===== src/rtl/spi_clock_cfg.svh =====
/*
 * Register offsets, field positions, reset values and divider figures for the
 * serial clock and frame control block.
 * Assumes inclusion by bare name from the package and design files.
 */
`ifndef SPI_CLOCK_CFG_SVH
`define SPI_CLOCK_CFG_SVH

`define CTRL_ONE_ADDR 4'h0
`define CTRL_TWO_ADDR 4'h4
`define STATUS_ADDR 4'h8
`define CTRL_ONE_RESET 16'h0000
`define CTRL_TWO_RESET 16'h0000
`define CTRL_ONE_MASK 16'h1fff
`define CTRL_TWO_MASK 16'he002
`define SS_ENABLE_BIT 7
`define IDLE_POL_BIT 6
`define MASTER_BIT 5
`define SEC_LSB 2
`define PRI_LSB 0
`define EDGE_SEL_BIT 8
`define FRAMED_BIT 15
`define SYNC_DIR_BIT 14
`define SYNC_POL_BIT 13
`define FRAME_DELAY_BIT 1
`define MAX_DIV_RATIO 512

`endif


===== src/rtl/spi_clock_pkg.sv =====
/*
 * Types shared by the serial clock and frame control block.
 * Assumes the constants header is available on the include path.
 */
package spi_clock_pkg;
   `include "spi_clock_cfg.svh"

   typedef struct packed {
      logic framed_enable;
      logic sync_direction;
      logic sync_polarity;
      logic frame_delay;
   } frame_cfg_s;

   typedef struct packed {
      logic slave_select_pin_enable;
      logic clock_idle_polarity;
      logic master_select;
      logic edge_select;
      logic [2:0] secondary_prescale;
      logic [1:0] primary_prescale;
   } clock_cfg_s;

   typedef enum logic [2:0] {
      ST_IDLE = 3'b001,
      ST_RUN = 3'b010,
      ST_BAD = 3'b100
   } gen_state_e;
endpackage


===== src/rtl/prescale_ratio.sv =====
/*
 * Decodes the two prescale fields into the total divide ratio.
 * Assumes fields come straight from the control register.
 */
`timescale 1ns/1ps
module prescale_ratio
   import spi_clock_pkg::*;
(
   // Fields
   input wire logic [1:0] primary_prescale_i,
   input wire logic [2:0] secondary_prescale_i,
   // Ratio
   output logic [9:0] ratio_o
);
   function automatic logic [6:0] primary_ratio(input logic [1:0] code);
      case (code)
         2'h3: primary_ratio = 7'h01;
         2'h2: primary_ratio = 7'h04;
         2'h1: primary_ratio = 7'h10;
         default: primary_ratio = 7'h40;
      endcase
   endfunction

   logic [3:0] sec;
   assign sec = 4'h8 - {1'b0, secondary_prescale_i};
   assign ratio_o = 10'(primary_ratio(primary_prescale_i) * sec);
endmodule


===== src/rtl/sck_divider.sv =====
/*
 * Divides the system clock into a serial clock of the given ratio.
 * Assumes the ratio is at least 2; a ratio of 1 is refused by the caller.
 */
`timescale 1ns/1ps
module sck_divider
   import spi_clock_pkg::*;
#(
   parameter int RATIO_W = 10
) (
   // Clock and reset
   input wire logic clk_i,
   input wire logic rst_i,
   // Control
   input wire logic run_i,
   input wire logic [RATIO_W-1:0] ratio_i,
   // Output
   output logic active_o
);
   initial begin
      if (RATIO_W < 10) $error("ratio width too small");
   end

   logic [RATIO_W-1:0] count;
   logic [RATIO_W-1:0] half;
   assign half = ratio_i >> 1;

   always_ff @(posedge clk_i) begin
      if (rst_i || !run_i) begin
         count <= '0;
      end else if (count >= ratio_i - 1'b1) begin
         count <= '0;
      end else begin
         count <= count + 1'b1;
      end
   end

   // Odd ratios give a short active phase; duty cycle is traded for simplicity.
   always_ff @(posedge clk_i) begin
      if (rst_i || !run_i) begin
         active_o <= 1'b0;
      end else begin
         active_o <= (count < half);
      end
   end
endmodule


===== src/rtl/spi_clock_and_frame_control.sv =====
/*
 * Control registers, serial clock generation and slave-select steering for one
 * serial port, reached over a classic Wishbone slave with 32-bit data.
 * Control one holds the clock shape and prescalers, control two the frame fields,
 * and a read-only status word reports the decoded ratio and the generator state.
 * Only byte lanes 0 and 1 are used; each register is a 16-bit halfword.
 * Assumes a single 100 MHz clock and a synchronous active-high reset, a master that
 * holds each request until it sees ack, and a shift engine outside this block that
 * consumes the serial clock, the edge select and the frame fields.
 */
// The register addresses and the Wishbone interface to the registers were left to the implementer.
`timescale 1ns/1ps
// Overview of operation
// - Bit 6 sets clock idle level: 1 idles high, 0 idles low.
// - Secondary prescale bits 4:2; code 111 divides 1, down to 000 dividing 8.
// - Primary prescale bits 1:0; codes 11,10,01,00 divide 1,4,16,64.
// - Prescalers shape the serial clock only in master mode.
// - Framed modes ignore clock edge select; software writes it as 0.
// - Control two: bits 15,14,13,1 read/write reset 0; others read 0.
module spi_clock_and_frame_control
   import spi_clock_pkg::*;
(
   // Clock and reset
   input wire logic clk_i,
   input wire logic rst_i,
   // Wishbone slave
   input wire logic cyc_i,
   input wire logic stb_i,
   input wire logic we_i,
   input wire logic [3:0] adr_i,
   input wire logic [3:0] sel_i,
   input wire logic [31:0] dat_i,
   output logic [31:0] dat_o,
   output logic ack_o,
   // Port enable and link
   input wire logic port_enable_i,
   input wire logic sck_i,
   output logic sck_o,
   output logic sck_oe_o,
   output logic slave_select_used_o,
   output logic edge_select_o,
   output frame_cfg_s frame_cfg_o
);
   localparam int RATIO_W = 10;
   localparam int STATUS_W = RATIO_W + 4;

   logic [15:0] ctrl_one;
   logic [15:0] ctrl_two;
   clock_cfg_s ccfg;
   gen_state_e state;
   gen_state_e next_state;
   logic [RATIO_W-1:0] ratio;
   logic active;
   logic bad_ratio;
   logic req;
   logic rd_req;
   logic [1:0] lane_wr;
   logic one_wr;
   logic two_wr;
   logic [STATUS_W-1:0] status_word;
   logic [3:0] frame_bits;
   logic gen_run;
   logic drive_clock;
   logic unused_in;

   // Refuse constants that the fixed-width logic below cannot serve.
   generate
      if ((1 << RATIO_W) <= `MAX_DIV_RATIO) begin : g_ratio_width
         $error("ratio width cannot hold the largest divide ratio");
      end
      if (STATUS_W + 18 != 32) begin : g_status_width
         $error("status word does not fill the read data bus");
      end
      if (`SEC_LSB + 2 >= `MASTER_BIT) begin : g_sec_field
         $error("secondary prescale field overlaps the master select bit");
      end
      if (`PRI_LSB + 1 >= `SEC_LSB) begin : g_pri_field
         $error("primary prescale field overlaps the secondary field");
      end
      if (`CTRL_ONE_ADDR == `CTRL_TWO_ADDR) begin : g_addr_clash
         $error("control registers share one address");
      end
      if (`STATUS_ADDR == `CTRL_ONE_ADDR || `STATUS_ADDR == `CTRL_TWO_ADDR) begin : g_stat_clash
         $error("status word shares an address with a control register");
      end
      if (`EDGE_SEL_BIT > 12) begin : g_edge_bit
         $error("edge select bit lies outside the writable field");
      end
      if (`FRAMED_BIT > 15) begin : g_framed_bit
         $error("framed enable bit lies outside the register");
      end
      if (`FRAME_DELAY_BIT >= `SYNC_POL_BIT) begin : g_delay_bit
         $error("frame delay bit must sit below the sync polarity bit");
      end
      if (`IDLE_POL_BIT == `MASTER_BIT) begin : g_pol_bit
         $error("idle polarity and master select share one bit");
      end
   endgenerate

   // A request is taken only while ack is low, so a held strobe is answered every other cycle, never twice in a row.
   assign req = cyc_i && stb_i && !ack_o;
   assign rd_req = req && !we_i;

   function automatic logic addr_hit(input logic [3:0] adr, input logic [3:0] target);
      addr_hit = (adr == target);
   endfunction

   function automatic logic [15:0] merge(input logic [15:0] old, input logic [31:0] d,
                                         input logic [1:0] lanes, input logic [15:0] m);
      logic [15:0] v;
      v = old;
      if (lanes[0]) begin
         v[7:0] = d[7:0];
      end
      if (lanes[1]) begin
         v[15:8] = d[15:8];
      end
      merge = v & m;
   endfunction

   function automatic logic [31:0] read_word(input logic [3:0] adr, input logic [15:0] one,
                                             input logic [15:0] two,
                                             input logic [STATUS_W-1:0] stat);
      read_word = 32'h0;
      if (addr_hit(adr, `CTRL_ONE_ADDR)) begin
         read_word = {16'h0, one};
      end
      if (addr_hit(adr, `CTRL_TWO_ADDR)) begin
         read_word = {16'h0, two};
      end
      if (addr_hit(adr, `STATUS_ADDR)) begin
         read_word = {18'h0, stat};
      end
   endfunction

   function automatic clock_cfg_s unpack_one(input logic [15:0] r);
      clock_cfg_s c;
      c.slave_select_pin_enable = r[`SS_ENABLE_BIT];
      c.clock_idle_polarity = r[`IDLE_POL_BIT];
      c.master_select = r[`MASTER_BIT];
      c.edge_select = r[`EDGE_SEL_BIT];
      c.secondary_prescale = r[`SEC_LSB+2:`SEC_LSB];
      c.primary_prescale = r[`PRI_LSB+1:`PRI_LSB];
      unpack_one = c;
   endfunction

   // Only the two low byte lanes reach a 16-bit register; upper lanes carry nothing.
   genvar ln;
   generate
      for (ln = 0; ln < 2; ln++) begin : g_lane
         assign lane_wr[ln] = req && we_i && sel_i[ln];
      end
   endgenerate

   assign one_wr = (|lane_wr) && addr_hit(adr_i, `CTRL_ONE_ADDR);
   assign two_wr = (|lane_wr) && addr_hit(adr_i, `CTRL_TWO_ADDR);

   always_ff @(posedge clk_i) begin
      if (rst_i) begin
         ack_o <= 1'b0;
      end else begin
         ack_o <= req;
      end
   end

   always_ff @(posedge clk_i) begin
      if (rst_i) begin
         ctrl_one <= `CTRL_ONE_RESET;
      end else if (one_wr) begin
         ctrl_one <= merge(ctrl_one, dat_i, lane_wr, `CTRL_ONE_MASK);
      end
   end

   always_ff @(posedge clk_i) begin
      if (rst_i) begin
         ctrl_two <= `CTRL_TWO_RESET;
      end else if (two_wr) begin
         ctrl_two <= merge(ctrl_two, dat_i, lane_wr, `CTRL_TWO_MASK);
      end
   end

   // Status packs the refusal flag, the one-hot generator state and the decoded ratio.
   assign status_word = {bad_ratio, state, ratio};

   always_ff @(posedge clk_i) begin
      if (rst_i) begin
         dat_o <= 32'h0;
      end else if (rd_req) begin
         dat_o <= read_word(adr_i, ctrl_one, ctrl_two, status_word);
      end
   end

   assign ccfg = unpack_one(ctrl_one);

   // Frame fields are gathered in struct order: enable, direction, polarity, delay.
   localparam int FRAME_POS [4] = '{`FRAME_DELAY_BIT, `SYNC_POL_BIT, `SYNC_DIR_BIT,
                                   `FRAMED_BIT};
   genvar fb;
   generate
      for (fb = 0; fb < 4; fb++) begin : g_frame
         assign frame_bits[fb] = ctrl_two[FRAME_POS[fb]];
      end
   endgenerate
   assign frame_cfg_o = frame_bits;

   // Edge select is forced low in framed mode so a stale value cannot leak.
   always_comb begin
      edge_select_o = ccfg.edge_select;
      if (frame_cfg_o.framed_enable) begin
         edge_select_o = 1'b0;
      end
   end

   // Slave select counts only in slave mode outside framed mode, guarding a misprogram.
   always_comb begin
      slave_select_used_o = 1'b0;
      if (ccfg.slave_select_pin_enable && !ccfg.master_select) begin
         slave_select_used_o = !frame_cfg_o.framed_enable;
      end
   end

   prescale_ratio u_ratio (
      .primary_prescale_i(ccfg.primary_prescale),
      .secondary_prescale_i(ccfg.secondary_prescale),
      .ratio_o(ratio)
   );

   // A 1:1 total cannot be generated; the generator parks in ST_BAD instead.
   assign bad_ratio = (ratio == 10'h1);

   always_comb begin
      next_state = state;
      case (state)
         ST_IDLE: begin
            if (port_enable_i && ccfg.master_select) begin
               if (bad_ratio) begin
                  next_state = ST_BAD;
               end else begin
                  next_state = ST_RUN;
               end
            end
         end
         ST_RUN: begin
            if (!port_enable_i || !ccfg.master_select) begin
               next_state = ST_IDLE;
            end else if (bad_ratio) begin
               next_state = ST_IDLE;
            end
         end
         ST_BAD: begin
            // Leaving through idle lets a repaired ratio restart the divider cleanly.
            if (!port_enable_i || !ccfg.master_select) begin
               next_state = ST_IDLE;
            end else if (!bad_ratio) begin
               next_state = ST_IDLE;
            end
         end
         default: begin
            next_state = ST_IDLE;
         end
      endcase
   end

   always_ff @(posedge clk_i) begin
      if (rst_i) begin
         state <= ST_IDLE;
      end else begin
         state <= next_state;
      end
   end

   assign gen_run = (state == ST_RUN);
   assign drive_clock = port_enable_i && ccfg.master_select;

   sck_divider #(.RATIO_W(RATIO_W)) u_div (
      .clk_i(clk_i),
      .rst_i(rst_i),
      .run_i(gen_run),
      .ratio_i(ratio),
      .active_o(active)
   );

   // The idle level falls out of the xor, so a stopped divider parks at the polarity.
   always_ff @(posedge clk_i) begin
      if (rst_i) begin
         sck_o <= 1'b0;
      end else begin
         sck_o <= active ^ ccfg.clock_idle_polarity;
      end
   end

   always_ff @(posedge clk_i) begin
      if (rst_i) begin
         sck_oe_o <= 1'b0;
      end else begin
         sck_oe_o <= drive_clock;
      end
   end

   // The incoming clock is consumed by the shift engine, which lives outside this block.
   assign unused_in = sck_i;
endmodule


===== config.mk =====
export PLATFORM = sky130hd
export DESIGN_NAME = spi_clock_and_frame_control
export DESIGN_NICKNAME = d
export VERILOG_FILES = /design/src/rtl/spi_clock_pkg.sv /design/src/rtl/prescale_ratio.sv /design/src/rtl/sck_divider.sv /design/src/rtl/spi_clock_and_frame_control.sv
export VERILOG_INCLUDE_DIRS = /design/src /design/src/rtl
export SDC_FILE = /design/constraint.sdc
export NUM_CORES = 1
export LEC_CHECK = 0
export BUFFER_PORTS_ARGS = -buffer_cell sky130_fd_sc_hd__buf_2
export CAP_MARGIN = 40
export CORE_MARGIN = 5
export CORE_UTILIZATION = 57
export DETAILED_ROUTE_END_ITERATION = 8
export PLACE_DENSITY_LB_ADDON = 0.3
export SLEW_MARGIN = 40
export SYNTH_ARGS = -nofsm -noshare
export SYNTH_HDL_FRONTEND = slang
export SYNTH_SLANG_ARGS = --single-unit

===== constraint.sdc =====
create_clock -name clk_i -period 10.3 [get_ports clk_i]
set_input_delay 0 -clock clk_i [delete_from_list [all_inputs] [get_ports clk_i]]
set_output_delay 0 -clock clk_i [all_outputs]
set_load 0.02 [all_outputs]

# Yosys cells after proc, flatten, opt, wreduce, memory -nomap -nowiden
# Cells that the tools add are included.
[word_totals]
mem_bits_ro = 0
ramBits = 0
memories = 0
ff_bits = 66
latchBits = 0
[op_classes]
n_mul = 1
reduce_logical = 26
order_cmp = 2
shifts = 0
n_mux = 13
n_bitwise = 1
eq_ne = 12
div_mod_pow = 0
n_addsub = 3
[ops]
columns = ["cell", "n"]
rows = [
  ["two-way mux 32 bit", 2],
  ["case mux 7 bit (3 select lines)", 1],
  ["two-way mux 3 bit", 6],
  ["two-way mux 13 bit", 1],
  ["adder 10 x 1 -> 10 bit, second input constant", 1],
  ["equality test 10 x 1 -> 1 bit, second input constant", 1],
  ["greater-or-equal comparator 10 bit", 1],
  ["logical AND 1 bit", 10],
  ["< comparator 10 x 9 -> 1 bit", 1],
  ["multiplier 7 x 4 -> 10 bit", 1],
  ["subtractor 10 x 1 -> 10 bit, second input constant", 1],
  ["case mux 3 bit (3 select lines)", 1],
  ["AND reduction 2 bit", 4],
  ["logical NOT 1 bit", 6],
  ["inequality test 3 bit, second input constant", 2],
  ["equality test 2 bit, second input constant", 2],
  ["equality test 4 x 3 -> 1 bit, second input constant", 1],
  ["equality test 4 bit, second input constant", 1],
  ["logical NOT 4 bit", 1],
  ["OR reduction 2 bit", 2],
  ["subtractor 4 x 3 -> 4 bit, first input constant", 1],
  ["equality test 3 x 1 -> 1 bit, second input constant", 1],
  ["equality test 3 x 2 -> 1 bit, second input constant", 1],
  ["equality test 3 bit, second input constant", 1],
  ["6 further kinds", 8],
]

# Longest topological paths before layout
# Gate-level depths: netlist of the first run.
[depth]
word_depth = 7
depth_mapped = 21
mapped_depth_nobuf = 20

# Modules after synthesis
# From an unflattened synthesis of the first run, not the netlist that was laid out.
[unflattened]
cells_unflattened = 389
area_unflattened_um2 = 3527.1
[by_module_without_submodules]
columns = ["mod", "cells_each", "instances", "area_per_inst_um2"]
rows = [
  ["spi_clock_and_frame_control", 216, 1, 2038.2],
  ["sck_divider", 118, 1, 1052.3],
  ["prescale_ratio", 55, 1, 436.7],
]

# Least setup slack after synthesis of the first run
# No wires, ideal clock.
[synth_path]
kind = "register to register"
start = "register ctrl_one[1]"
end = "register u_div.count[2]"
path_stages_with_launch = 20
arrival_ns = 4.072
path_slack_ns = 6.162
n_path_buf = 1
setup_ns = 0.067
path_cell_list = "dfxtp_1 clkbuf_1 nor2b_1 and2_1 ha_1 inv_1 fa_1 inv_1 ha_1 a31o_2 xnor2_1 nand3_1 nor2_1 nand2_1 xnor2_1 ha_1 and4_1 a2111oi_0 nand2_1 nor2_1"
[synth_via]
elab_chain_len = 6
word_cells_on_any_way = 8
[synth_rtl]
columns = ["element", "line", "source"]
rows = [
  ["from (decl)", "spi_clock_and_frame_control.sv:47", "logic [15:0] ctrl_one;"],
  ["from (signal assigned)", "spi_clock_and_frame_control.sv:168", "ctrl_one <= `CTRL_ONE_RESET;"],
  ["from (signal assigned)", "spi_clock_and_frame_control.sv:170", "ctrl_one <= merge(ctrl_one, dat_i, lane_wr, `CTRL_ONE_MASK);"],
  ["equality test 2 x 1 -> 1 bit or equality test 2 bit (tied branches)", "prescale_ratio.sv:16", "case (code)"],
  ["case mux 7 bit (3 select lines) *", "prescale_ratio.sv:16", ""],
  ["multiplier 7 x 4 -> 10 bit *", "prescale_ratio.sv:26", "assign ratio_o = 10'(primary_ratio(primary_prescale_i) * sec);"],
  ["subtractor 10 x 1 -> 10 bit *", "sck_divider.sv:31", "end else if (count >= ratio_i - 1'b1) begin"],
  ["greater-or-equal comparator 10 bit *", "sck_divider.sv:31", ""],
  ["OR reduction 2 bit (no line) *", "--", ""],
  ["to (signal assigned)", "sck_divider.sv:34", "count <= count + 1'b1;"],
  ["to (decl)", "sck_divider.sv:24", "logic [RATIO_W-1:0] count;"],
]
# Mark *: on every way between the ends. The rest lies on a longest branch, timed or not.
# A chain may end at the register's enable or synchronous reset.

# Worst setup path in the final report of the first run
[layout_path]
start = "register ctrl_one[2]"
end = "register u_div.count[6]"
[layout_via]
elab_chain_len = 5
[layout_rtl]
columns = ["element", "line", "source"]
rows = [
  ["subtractor 4 x 3 -> 4 bit", "prescale_ratio.sv:25", "assign sec = 4'h8 - {1'b0, secondary_prescale_i};"],
  ["multiplier 7 x 4 -> 10 bit", "prescale_ratio.sv:26", ""],
  ["subtractor 10 x 1 -> 10 bit", "sck_divider.sv:31", ""],
  ["greater-or-equal comparator 10 bit", "sck_divider.sv:31", ""],
  ["OR reduction 2 bit (no line)", "--", ""],
]
# Every way passes these cells.

==> qor.yml, run 1 <==
route.detailed.drc: 0
drt_wl_total_um: 7110
layout.nets: 500
wire_length_per_cell_um: 14.45
syn_inst: 358
rr_worst_depth: 20
dr.pass1.iters: 4
synthDominantAreaCellType: "sky130_fd_sc_hd__dfxtp_1"
gpl.final_weighted_congestion: 0.8002
worstReg2RegEnd: "u_div.count[6]"
hold-path-endpoint: "dat_o[1]"
synth.mux.area_fraction_pct: 5.455
dr_wl_met3_um: 409
cts_setup_buffers: 0
synth_adder_area_share_pct: 13.72
post_synth_xor_area_fraction_pct: 7.822
die_x_um: 83.98
post_synth_instance_area_um2: 3119
setup.worst_path.end_class: "flop"
maxSlewHeadroom_pct: 52.50
synth_top_cell_area_share_pct: 32.09
grt_antenna_before_repair: 0
final_cell_mix: "sky130_fd_sc_hd__nor2_1, sky130_fd_sc_hd__buf_2, sky130_fd_sc_hd__dfxtp_1"
synth_top_family_by_area: "simple AND/OR/NAND/NOR gates"
initial_utilization_pct: 57.71
average_via_count_per_standard_cell: 5.313
outcome: "complete, no violations"
grt_pass1_vias: 2642
layout_commonest_cell: "sky130_fd_sc_hd__nor2_1"
worstHoldStart: "adr_i[1]"
transition_at_the_pin_with_the_smallest_max_transition_slack_ps: 711.8
routedLengthMet1_um: 3231
path_category_of_the_worst_min_delay_check: "in2reg"
skew_ps: 7.615
synthTopCellsByArea: "sky130_fd_sc_hd__dfxtp_1, sky130_fd_sc_hd__ha_1, sky130_fd_sc_hd__nor2_1"
critical_path.top_delay_family: "adder cells"
met2_length_um: 3359
yosysWarningCount: 0
drtIter0Drc: 126
grt_max_degree: 38
critical_path.max_stage_delay_ps: 520
critPathLaunchType: "flop"
cts_tree: "built"
finalSetupViolCount: 0
holdPathStages: 4
timing.fmax_mhz: 208.7
core-area_um2: 5405
die-area_um2: 7052
crit_required_ps: 10540
portBuffers: 52
critical_path_buf_inv_count: 3
finalMaxSlewViolations: 0
final_antenna_net_count: 0
cts.reportedPaths.clkPinSlew_ps: 90
first_pass_grt_wire_length_um: 12250
cts.root.buffer_cell: "sky130_fd_sc_hd__clkbuf_8"
average_cell_area_after_synthesis_um2: 8.713
cts-root-to-sink-buffers: 2
setup_slack_after_placement_ps: 5481
yosys_most_used_dff: "sky130_fd_sc_hd__dfxtp_1"
clk-insertion-delay-late_ps: 310
cp_max_fo: 9
crit_path_frequent_cell: "sky130_fd_sc_hd__ha_1"
worst-r2r-setup-slack_ps: 5510
diodes: 0
synth-seq-area-share_pct: 32.09
synthSimpleGateAreaFrac_pct: 23.79
top_signal_layer_used: "met4"
power_per_cell_area_nw_per_um2: 96.54
finalHoldViolations: 0
max_capacitance_violation_count: 0
cp_cell_sequence: "inv_1, ha_1, and2_1, ha_1, inv_1, fa_1, inv_1, ha_1, a21oi_1, nor2_1, xnor2_1, nand3_1, nor2_1, nand2_1, xnor2_1, ha_1, and4_1, a2111oi_0, nand2_1, nor2_1"
synth_compound_gate_area_share_pct: 9.426
cts_sinks: 50
critPathSlowestCell: "sky130_fd_sc_hd__dfxtp_1"
final_layout_size_suffix_gt1_share_pct: 18.10
cts_made_buffers: 5
rsz0062_at_grt: "false"
post_synth_edffs: 0
flow.area_growth_from_synthesis_pct: 15.68
timing_worst_setup_path_type: "reg2reg"
final.min_clock_period_ps: 4791
synthDistinctLibCells: 51
synth-async-reset-ratio_pct: 0
i_o_pin_cnt: 88
cts.htree.levels: 2
synth-seq-cells: 50
crit_arrival_ps: 5030
global_route.usage.total_pct: 20.98
die_h_um: 83.98
post-route-worst-setup-slack_ps: 5509
dpl.hpwl_um: 5174
placement_rows: 27
grt_overflow_total: 0
r2r_start: "ctrl_one[2]"
number_of_vias_in_the_routed_layout: 2614
power_leakage_nw: 1.790
final_min_period_over_clock_period_pct: 46.51
vdd.ir_drop.worst_mv: 0.07378
setup_total_negative_slack_ps: 0
[registers in the layout, summed over array words and instances (netlist names)]
register,count
ctrl_one,13
u_div.count,10
state,3
dat_o,16
ctrl_two,4
u_div.active_o,1
sck_o,1
sck_oe_o,1
ack_o,1
[Yosys cell counts (all sizes together), types with 7 or more instances]
cell,instances
nor3,14
a221oi,10
inv,16
nand3,13
xor2,7
nor2,57
a21oi,10
nand2,21
dfxtp,50
ha,31
mux2i,17
buf,18
clkbuf,11
xnor2,20
o21ai,8
[report_power, final]
| group | internal (W) | switching, W |
|---|---|---|
| registers | 0.000196 | 0.00000166 |
| clock network | 0.0000471 | 0.0000672 |
| logic | 0.0000142 | 0.0000223 |
[layout make-up]
cell class / instances / area, µm²
clock inverter: 2 / 13.76
inverter: 16 / 60.06
sequential: 50 / 1001
multi-input combinational: 278 / 1947
timing repair buffer: 69 / 427.9
fill: 457 / 1797
tap: 72 / 90.09
clock buffer: 5 / 68.82
[layer usage]
layer  vias up  track usage (%)
met4         0            5.848
met5         -                0
met1      1207            26.64
met3        11            5.133
met2        69            35.36
li1       1327                -
[timing repair]
item | in CTS | in global routing
endpoints found under the setup margin | 0 | 0
hold buffers | 16 | 0
gates resized for setup | 0 | 0
hold endpoints to repair | 16 | 0
[worst min-delay path: cells and delay by family]
kind / cells / cell delay, ps
and+or+nand+nor: 2 / 130
buffers and inverters: 1 / 140
AOI/OAI and AO/OA: 1 / 60
[per-stage QoR]
| step | power (W) | hold WS (ps) | instance area (µm²) | instances | utilization, % |
|---|---|---|---|---|---|
| 4_1_cts | 0.0003475 | 56.54 | 3608 | 492 | 66.76 |
| 6_report | 0.0003483 | 61.85 | 3608 | 492 | 66.76 |
| 2_1_floorplan | 0.0002265 | 143.9 | 3176 | 373 | - |
| 3_5_place_dp | 0.0002333 | 242.4 | 3366 | 469 | 62.27 |
| 5_1_grt | 0.0003623 | 84.97 | 3608 | 492 | 66.76 |
| 3_3_place_gp | 0.0002328 | 229.3 | 3363 | 469 | 62.22 |
[worst max-delay path by stage]
| stage | from | end | depth (start not counted) |
|---|---|---|---|
| finish | ctrl_one[2] | u_div.count[6] | 20 |
| global route | ctrl_one[2] | u_div.count[4] | 19 |
| CTS | ctrl_one[2] | u_div.count[6] | 20 |
| detailed placement | ctrl_one[2] | u_div.count[2] | 20 |
| global placement | ctrl_one[2] | u_div.count[8] | 20 |
| floorplan | ctrl_one[1] | u_div.count[2] | 19 |
[logic make-up after synthesis]
family,Yosys count
AO/OA/AOI/OAI,42
XOR/XNOR,27
adder cells (fa/ha/maj),33
buffers and inverters,45
flip-flops,50
multiplexers,17
other,1
AND/OR/NAND/NOR,143
Note: power is estimated with default switching activity, not from simulation.
==> run 2, diff against run 1 <==
--- a/config.mk
+++ b/config.mk
@@ -6,10 +6,11 @@
 export SDC_FILE = /design/constraint.sdc
 export NUM_CORES = 1
 export LEC_CHECK = 0
+export ABC_AREA = 1
 export BUFFER_PORTS_ARGS = -buffer_cell sky130_fd_sc_hd__buf_2
 export CAP_MARGIN = 40
 export CORE_MARGIN = 5
-export CORE_UTILIZATION = 57
+export CORE_UTILIZATION = 53
 export DETAILED_ROUTE_END_ITERATION = 8
 export PLACE_DENSITY_LB_ADDON = 0.3
 export SLEW_MARGIN = 40
==> constraint.sdc (replaced) <==
create_clock -name clk_i -period 5 [get_ports clk_i]
set_input_delay 0 -clock clk_i [delete_from_list [all_inputs] [get_ports clk_i]]
set_output_delay 0 -clock clk_i [all_outputs]
set_load 0.02 [all_outputs]
==> run 2 against run 1 <==
Net effect: design area rose by 5.0%; power rose by 130%; fmax rose by 13%; setup slack got worse by 4700 ps; area after synthesis rose by 4.6%; clock power rose by 130%; sequential share of layout area fell by 1.3 points; synthesized cell count rose by 29%; sequential power rose by 110%; critical endpoint is now u_div.count[9].
==> qor.yml, run 2 <==
crit_path_frequent_cell: "sky130_fd_sc_hd__nand2_1"  # was sky130_fd_sc_hd__ha_1
i_o_pin_cnt: 88  # unchanged
final_cell_mix: "sky130_fd_sc_hd__nor2_1, sky130_fd_sc_hd__nand2_1, sky130_fd_sc_hd__inv_1"  # was sky130_fd_sc_hd__nor2_1, sky130_fd_sc_hd__buf_2, sky130_fd_sc_hd__dfxtp_1
post_synth_edffs: 0  # unchanged
cp_max_fo: 10  # was 9
post-route-worst-setup-slack_ps: 777.7  # was 5509 ps
portBuffers: 52  # unchanged
worstSetupPathDepth: 24  # was 20
synthDistinctLibCells: 37  # was 51
die_x_um: 88.45  # was 83.98 µm
finalMaxSlewViolations: 0  # unchanged
cts_made_buffers: 5  # unchanged
crit_required_ps: 5240  # was 10540 ps
finalCoreUtilization_pct: 63.61  # was 66.76%
combined_flip_flop_and_latch_cell_area_um2: 1001  # unchanged
first_pass_grt_wire_length_um: 13270  # was 12250 µm
setup_slack_after_placement_ps: 802.8  # was 5481 ps
synth_adder_area_share_pct: 13.12  # was 13.72%
rsz0062_at_grt: "false"  # unchanged
yosysWarningCount: 0  # unchanged
cts_sinks: 50  # unchanged
power_leakage_nw: 1.863  # was 1.790 nW
maxSlewHeadroom_pct: 49.07  # was 52.50%
final_antenna_net_count: 0  # unchanged
drtIter0Drc: 204  # was 126
synthSimpleGateAreaFrac_pct: 27.66  # was 23.79%
yosys.cell_count.top_type: "sky130_fd_sc_hd__nor2_1"  # unchanged
die_h_um: 88.45  # was 83.98 µm
synth-async-reset-ratio_pct: 0  # unchanged
route.detailed.drc: 0  # unchanged
cts-root-to-sink-buffers: 2  # unchanged
power_per_cell_area_nw_per_um2: 208.3  # was 96.54 nW/µm²
cp_cell_sequence: "inv_2, ha_1, inv_1, nor2_1, ha_1, inv_1, fa_1, inv_1, ha_1, nand2_1, nand2_1, nand2_1, nand2_1, nand2_2, inv_1, nor3_1, xor2_1, ha_1, nand2_1, nor2_1, a211oi_1, nand4_1, or2_1, nor3b_1"  # was inv_1, ha_1, and2_1, ha_1, inv_1, fa_1, inv_1, ha_1, a21oi_1, nor2_1, xnor2_1, nand3_1, nor2_1, nand2_1, xnor2_1, ha_1, and4_1, a2111oi_0, nand2_1, nor2_1
cts.htree.levels: 2  # unchanged
setup_total_negative_slack_ps: 0  # unchanged
post_synth_xor_area_fraction_pct: 3.222  # was 7.822%
global_route.usage.total_pct: 21.33  # was 20.98%
average_via_count_per_standard_cell: 5.184  # was 5.313
layout_commonest_cell: "sky130_fd_sc_hd__nor2_1"  # unchanged
gpl.final_weighted_congestion: 0.8874  # was 0.8002
drt_wl_total_um: 7904  # was 7110 µm
reg.largest.list: "dat_o: 16 flops, ctrl_one: 13 flops, u_div.count: 10 flops"  # unchanged
multi_input_area_um2: 1923  # was 1947 µm²
grt_pass1_vias: 3045  # was 2642
grt_overflow_total: 0  # unchanged
diodes: 0  # unchanged
synth-seq-cells: 50  # unchanged
wire_length_per_cell_um: 13.09  # was 14.45 µm
cts.reportedPaths.clkPinSlew_ps: 110  # was 90 ps
timing.fmax_mhz: 236.8  # was 208.7 MHz
finalSetupViolCount: 0  # unchanged
number_of_flip_flops_in_the_largest_register: 16  # unchanged
timing_worst_setup_path_type: "reg2reg"  # unchanged
placed_cells_incl_taps: 578  # was 469
synth_compound_gate_area_share_pct: 13.12  # was 9.426%
vdd.ir_drop.worst_mv: 0.1650  # was 0.07378 mV
fillers: 541  # was 457
synth.mux.area_fraction_pct: 0  # was 5.455%
instances_no_fill: 604  # was 492
cts_tree: "built"  # unchanged
critPathLaunchType: "flop"  # unchanged
dr.pass1.iters: 5  # was 4
synth-seq-area-share_pct: 30.69  # was 32.09%
crit_arrival_ps: 4460  # was 5030 ps
initial_utilization_pct: 54.77  # was 57.71%
layout.nets: 608  # was 500
cts.root.buffer_cell: "sky130_fd_sc_hd__clkbuf_8"  # unchanged
synth_commonest_cells: "sky130_fd_sc_hd__nor2_1, sky130_fd_sc_hd__nand2_1, sky130_fd_sc_hd__inv_1, sky130_fd_sc_hd__dfxtp_1"  # was sky130_fd_sc_hd__nor2_1, sky130_fd_sc_hd__dfxtp_1, sky130_fd_sc_hd__ha_1, sky130_fd_sc_hd__nand2_1, sky130_fd_sc_hd__xnor2_1
synthTopCellsByArea: "sky130_fd_sc_hd__dfxtp_1, sky130_fd_sc_hd__ha_1, sky130_fd_sc_hd__nor2_1"  # unchanged
placement_rows: 28  # was 27
clk-insertion-delay-late_ps: 320  # was 310 ps
core-area_um2: 5956  # was 5405 µm²
outcome: "complete, no violations"  # unchanged
max_capacitance_violation_count: 0  # unchanged
synth_top_family_by_area: "simple AND/OR/NAND/NOR gates"  # unchanged
grt_antenna_before_repair: 0  # unchanged
number_of_vias_in_the_routed_layout: 3131  # was 2614
yosys_most_used_dff: "sky130_fd_sc_hd__dfxtp_1"  # unchanged
critical_path_buf_inv_count: 5  # was 3
critical_path.max_stage_delay_ps: 530  # was 520 ps
finalHoldViolations: 0  # unchanged
die-area_um2: 7823  # was 7052 µm²
holdPathStages: 3  # was 4
path_category_of_the_worst_min_delay_check: "in2reg"  # unchanged
synthDominantAreaCellType: "sky130_fd_sc_hd__dfxtp_1"  # unchanged
dpl.hpwl_um: 6016  # was 5174 µm
setup.worst_path.end_class: "flop"  # unchanged
grt_max_degree: 31  # was 38
post_cts_resize_count: 0  # unchanged
final.min_clock_period_ps: 4222  # was 4791 ps
post_synth_instance_area_um2: 3262  # was 3119 µm²
transition_at_the_pin_with_the_smallest_max_transition_slack_ps: 763.1  # was 711.8 ps
max_flop_register: "dat_o"  # unchanged
synth_top_cell_area_share_pct: 30.69  # was 32.09%
skew_ps: 13.34  # was 7.615 ps
critical_path.top_delay_family: "simple AND/OR/NAND/NOR gates"  # was adder cells
final_layout_size_suffix_gt1_share_pct: 15.69  # was 18.10%
flow.area_growth_from_synthesis_pct: 16.15  # was 15.68%
average_cell_area_after_synthesis_um2: 7.060  # was 8.713 µm²
rr_worst_depth: 24  # was 20
final_min_period_over_clock_period_pct: 84.45  # was 46.51%
critPathSlowestCell: "sky130_fd_sc_hd__fa_1"  # was sky130_fd_sc_hd__dfxtp_1
syn_inst: 462  # was 358
-- run 2: cell types whose count changed after synthesis, moves of 5 or more --
cell	change
sky130_fd_sc_hd__inv_1	+43
sky130_fd_sc_hd__a21oi_1	+14
sky130_fd_sc_hd__nor2_1	+21
sky130_fd_sc_hd__nor2_2	+5
sky130_fd_sc_hd__a221oi_1	-6
sky130_fd_sc_hd__nor3_1	-5
sky130_fd_sc_hd__nand2_1	+47
sky130_fd_sc_hd__nor2b_1	-5
sky130_fd_sc_hd__mux2i_1	-17
sky130_fd_sc_hd__nand2_2	+8
sky130_fd_sc_hd__xnor2_1	-16
sky130_fd_sc_hd__o21ai_0	+26
-- run 2: logic make-up after synthesis --
family	Yosys count
AND/OR/NAND/NOR	203
buffers and inverters	88
AO/OA/AOI/OAI	75
flip-flops	50
adder cells (fa/ha/maj)	33
XOR/XNOR	12
other	1
-- run 2: final timing paths --
check                    start             end  slack (ps)
hold reg to reg   ctrl_one[11]       dat_o[11]         490
setup / recovery   ctrl_one[2]  u_div.count[9]         780
setup reg to reg   ctrl_one[2]  u_div.count[9]         780
hold / removal        dat_i[1]     ctrl_one[1]          20
-- run 2: timing repair --
action,CTS,global route
hold endpoints to repair,17,0
hold buffers,18,0
setup buffers,0,0
-- run 2: stage by stage --
step | area (µm²) | hold WS, ps | power, W
finish | 3789 | 16.34 | 0.0007892
global route | 3789 | 9.561 | 0.0008282
CTS | 3789 | 7.139 | 0.0007906
detailed placement | 3511 | 229.1 | 0.0005294
global placement | 3511 | 221.3 | 0.0005269
floorplan | 3318 | 134.9 | 0.0005102
-- run 2: report_power, final --
part / switching, W / total [W] / internal [W]
Clock: 0.000153 / 0.000257 / 0.000104
Sequential: 0.00000953 / 0.000420 / 0.000410
Combinational: 0.0000708 / 0.000112 / 0.0000415
-- run 2: cell type report --
| class | instances | share of cell area, % |
|---|---|---|
| well taps | 75 | 2.477 |
| inverters | 62 | 6.143 |
| multi-input cells | 339 | 50.76 |
| flip-flops and latches | 50 | 26.42 |
| repair buffers | 70 | 11.62 |
| clock inverters | 3 | 0.7596 |
| clock buffers | 5 | 1.816 |
-- run 2: routing by layer --
metal / GRT usage (%) / up-vias / routed length (µm)
li1: - / 1600 / -
met1: 27.29 / 1414 / 3483
met2: 36.57 / 99 / 3832
met3: 4.190 / 18 / 453
met4: 5.907 / 0 / 135
met5: 0 / - / 0
-- run 2: worst min-delay path: stages --
cell and delay [ps]:
sky130_fd_sc_hd__buf_2 100, sky130_fd_sc_hd__o21ai_0 80, sky130_fd_sc_hd__a21oi_1 120
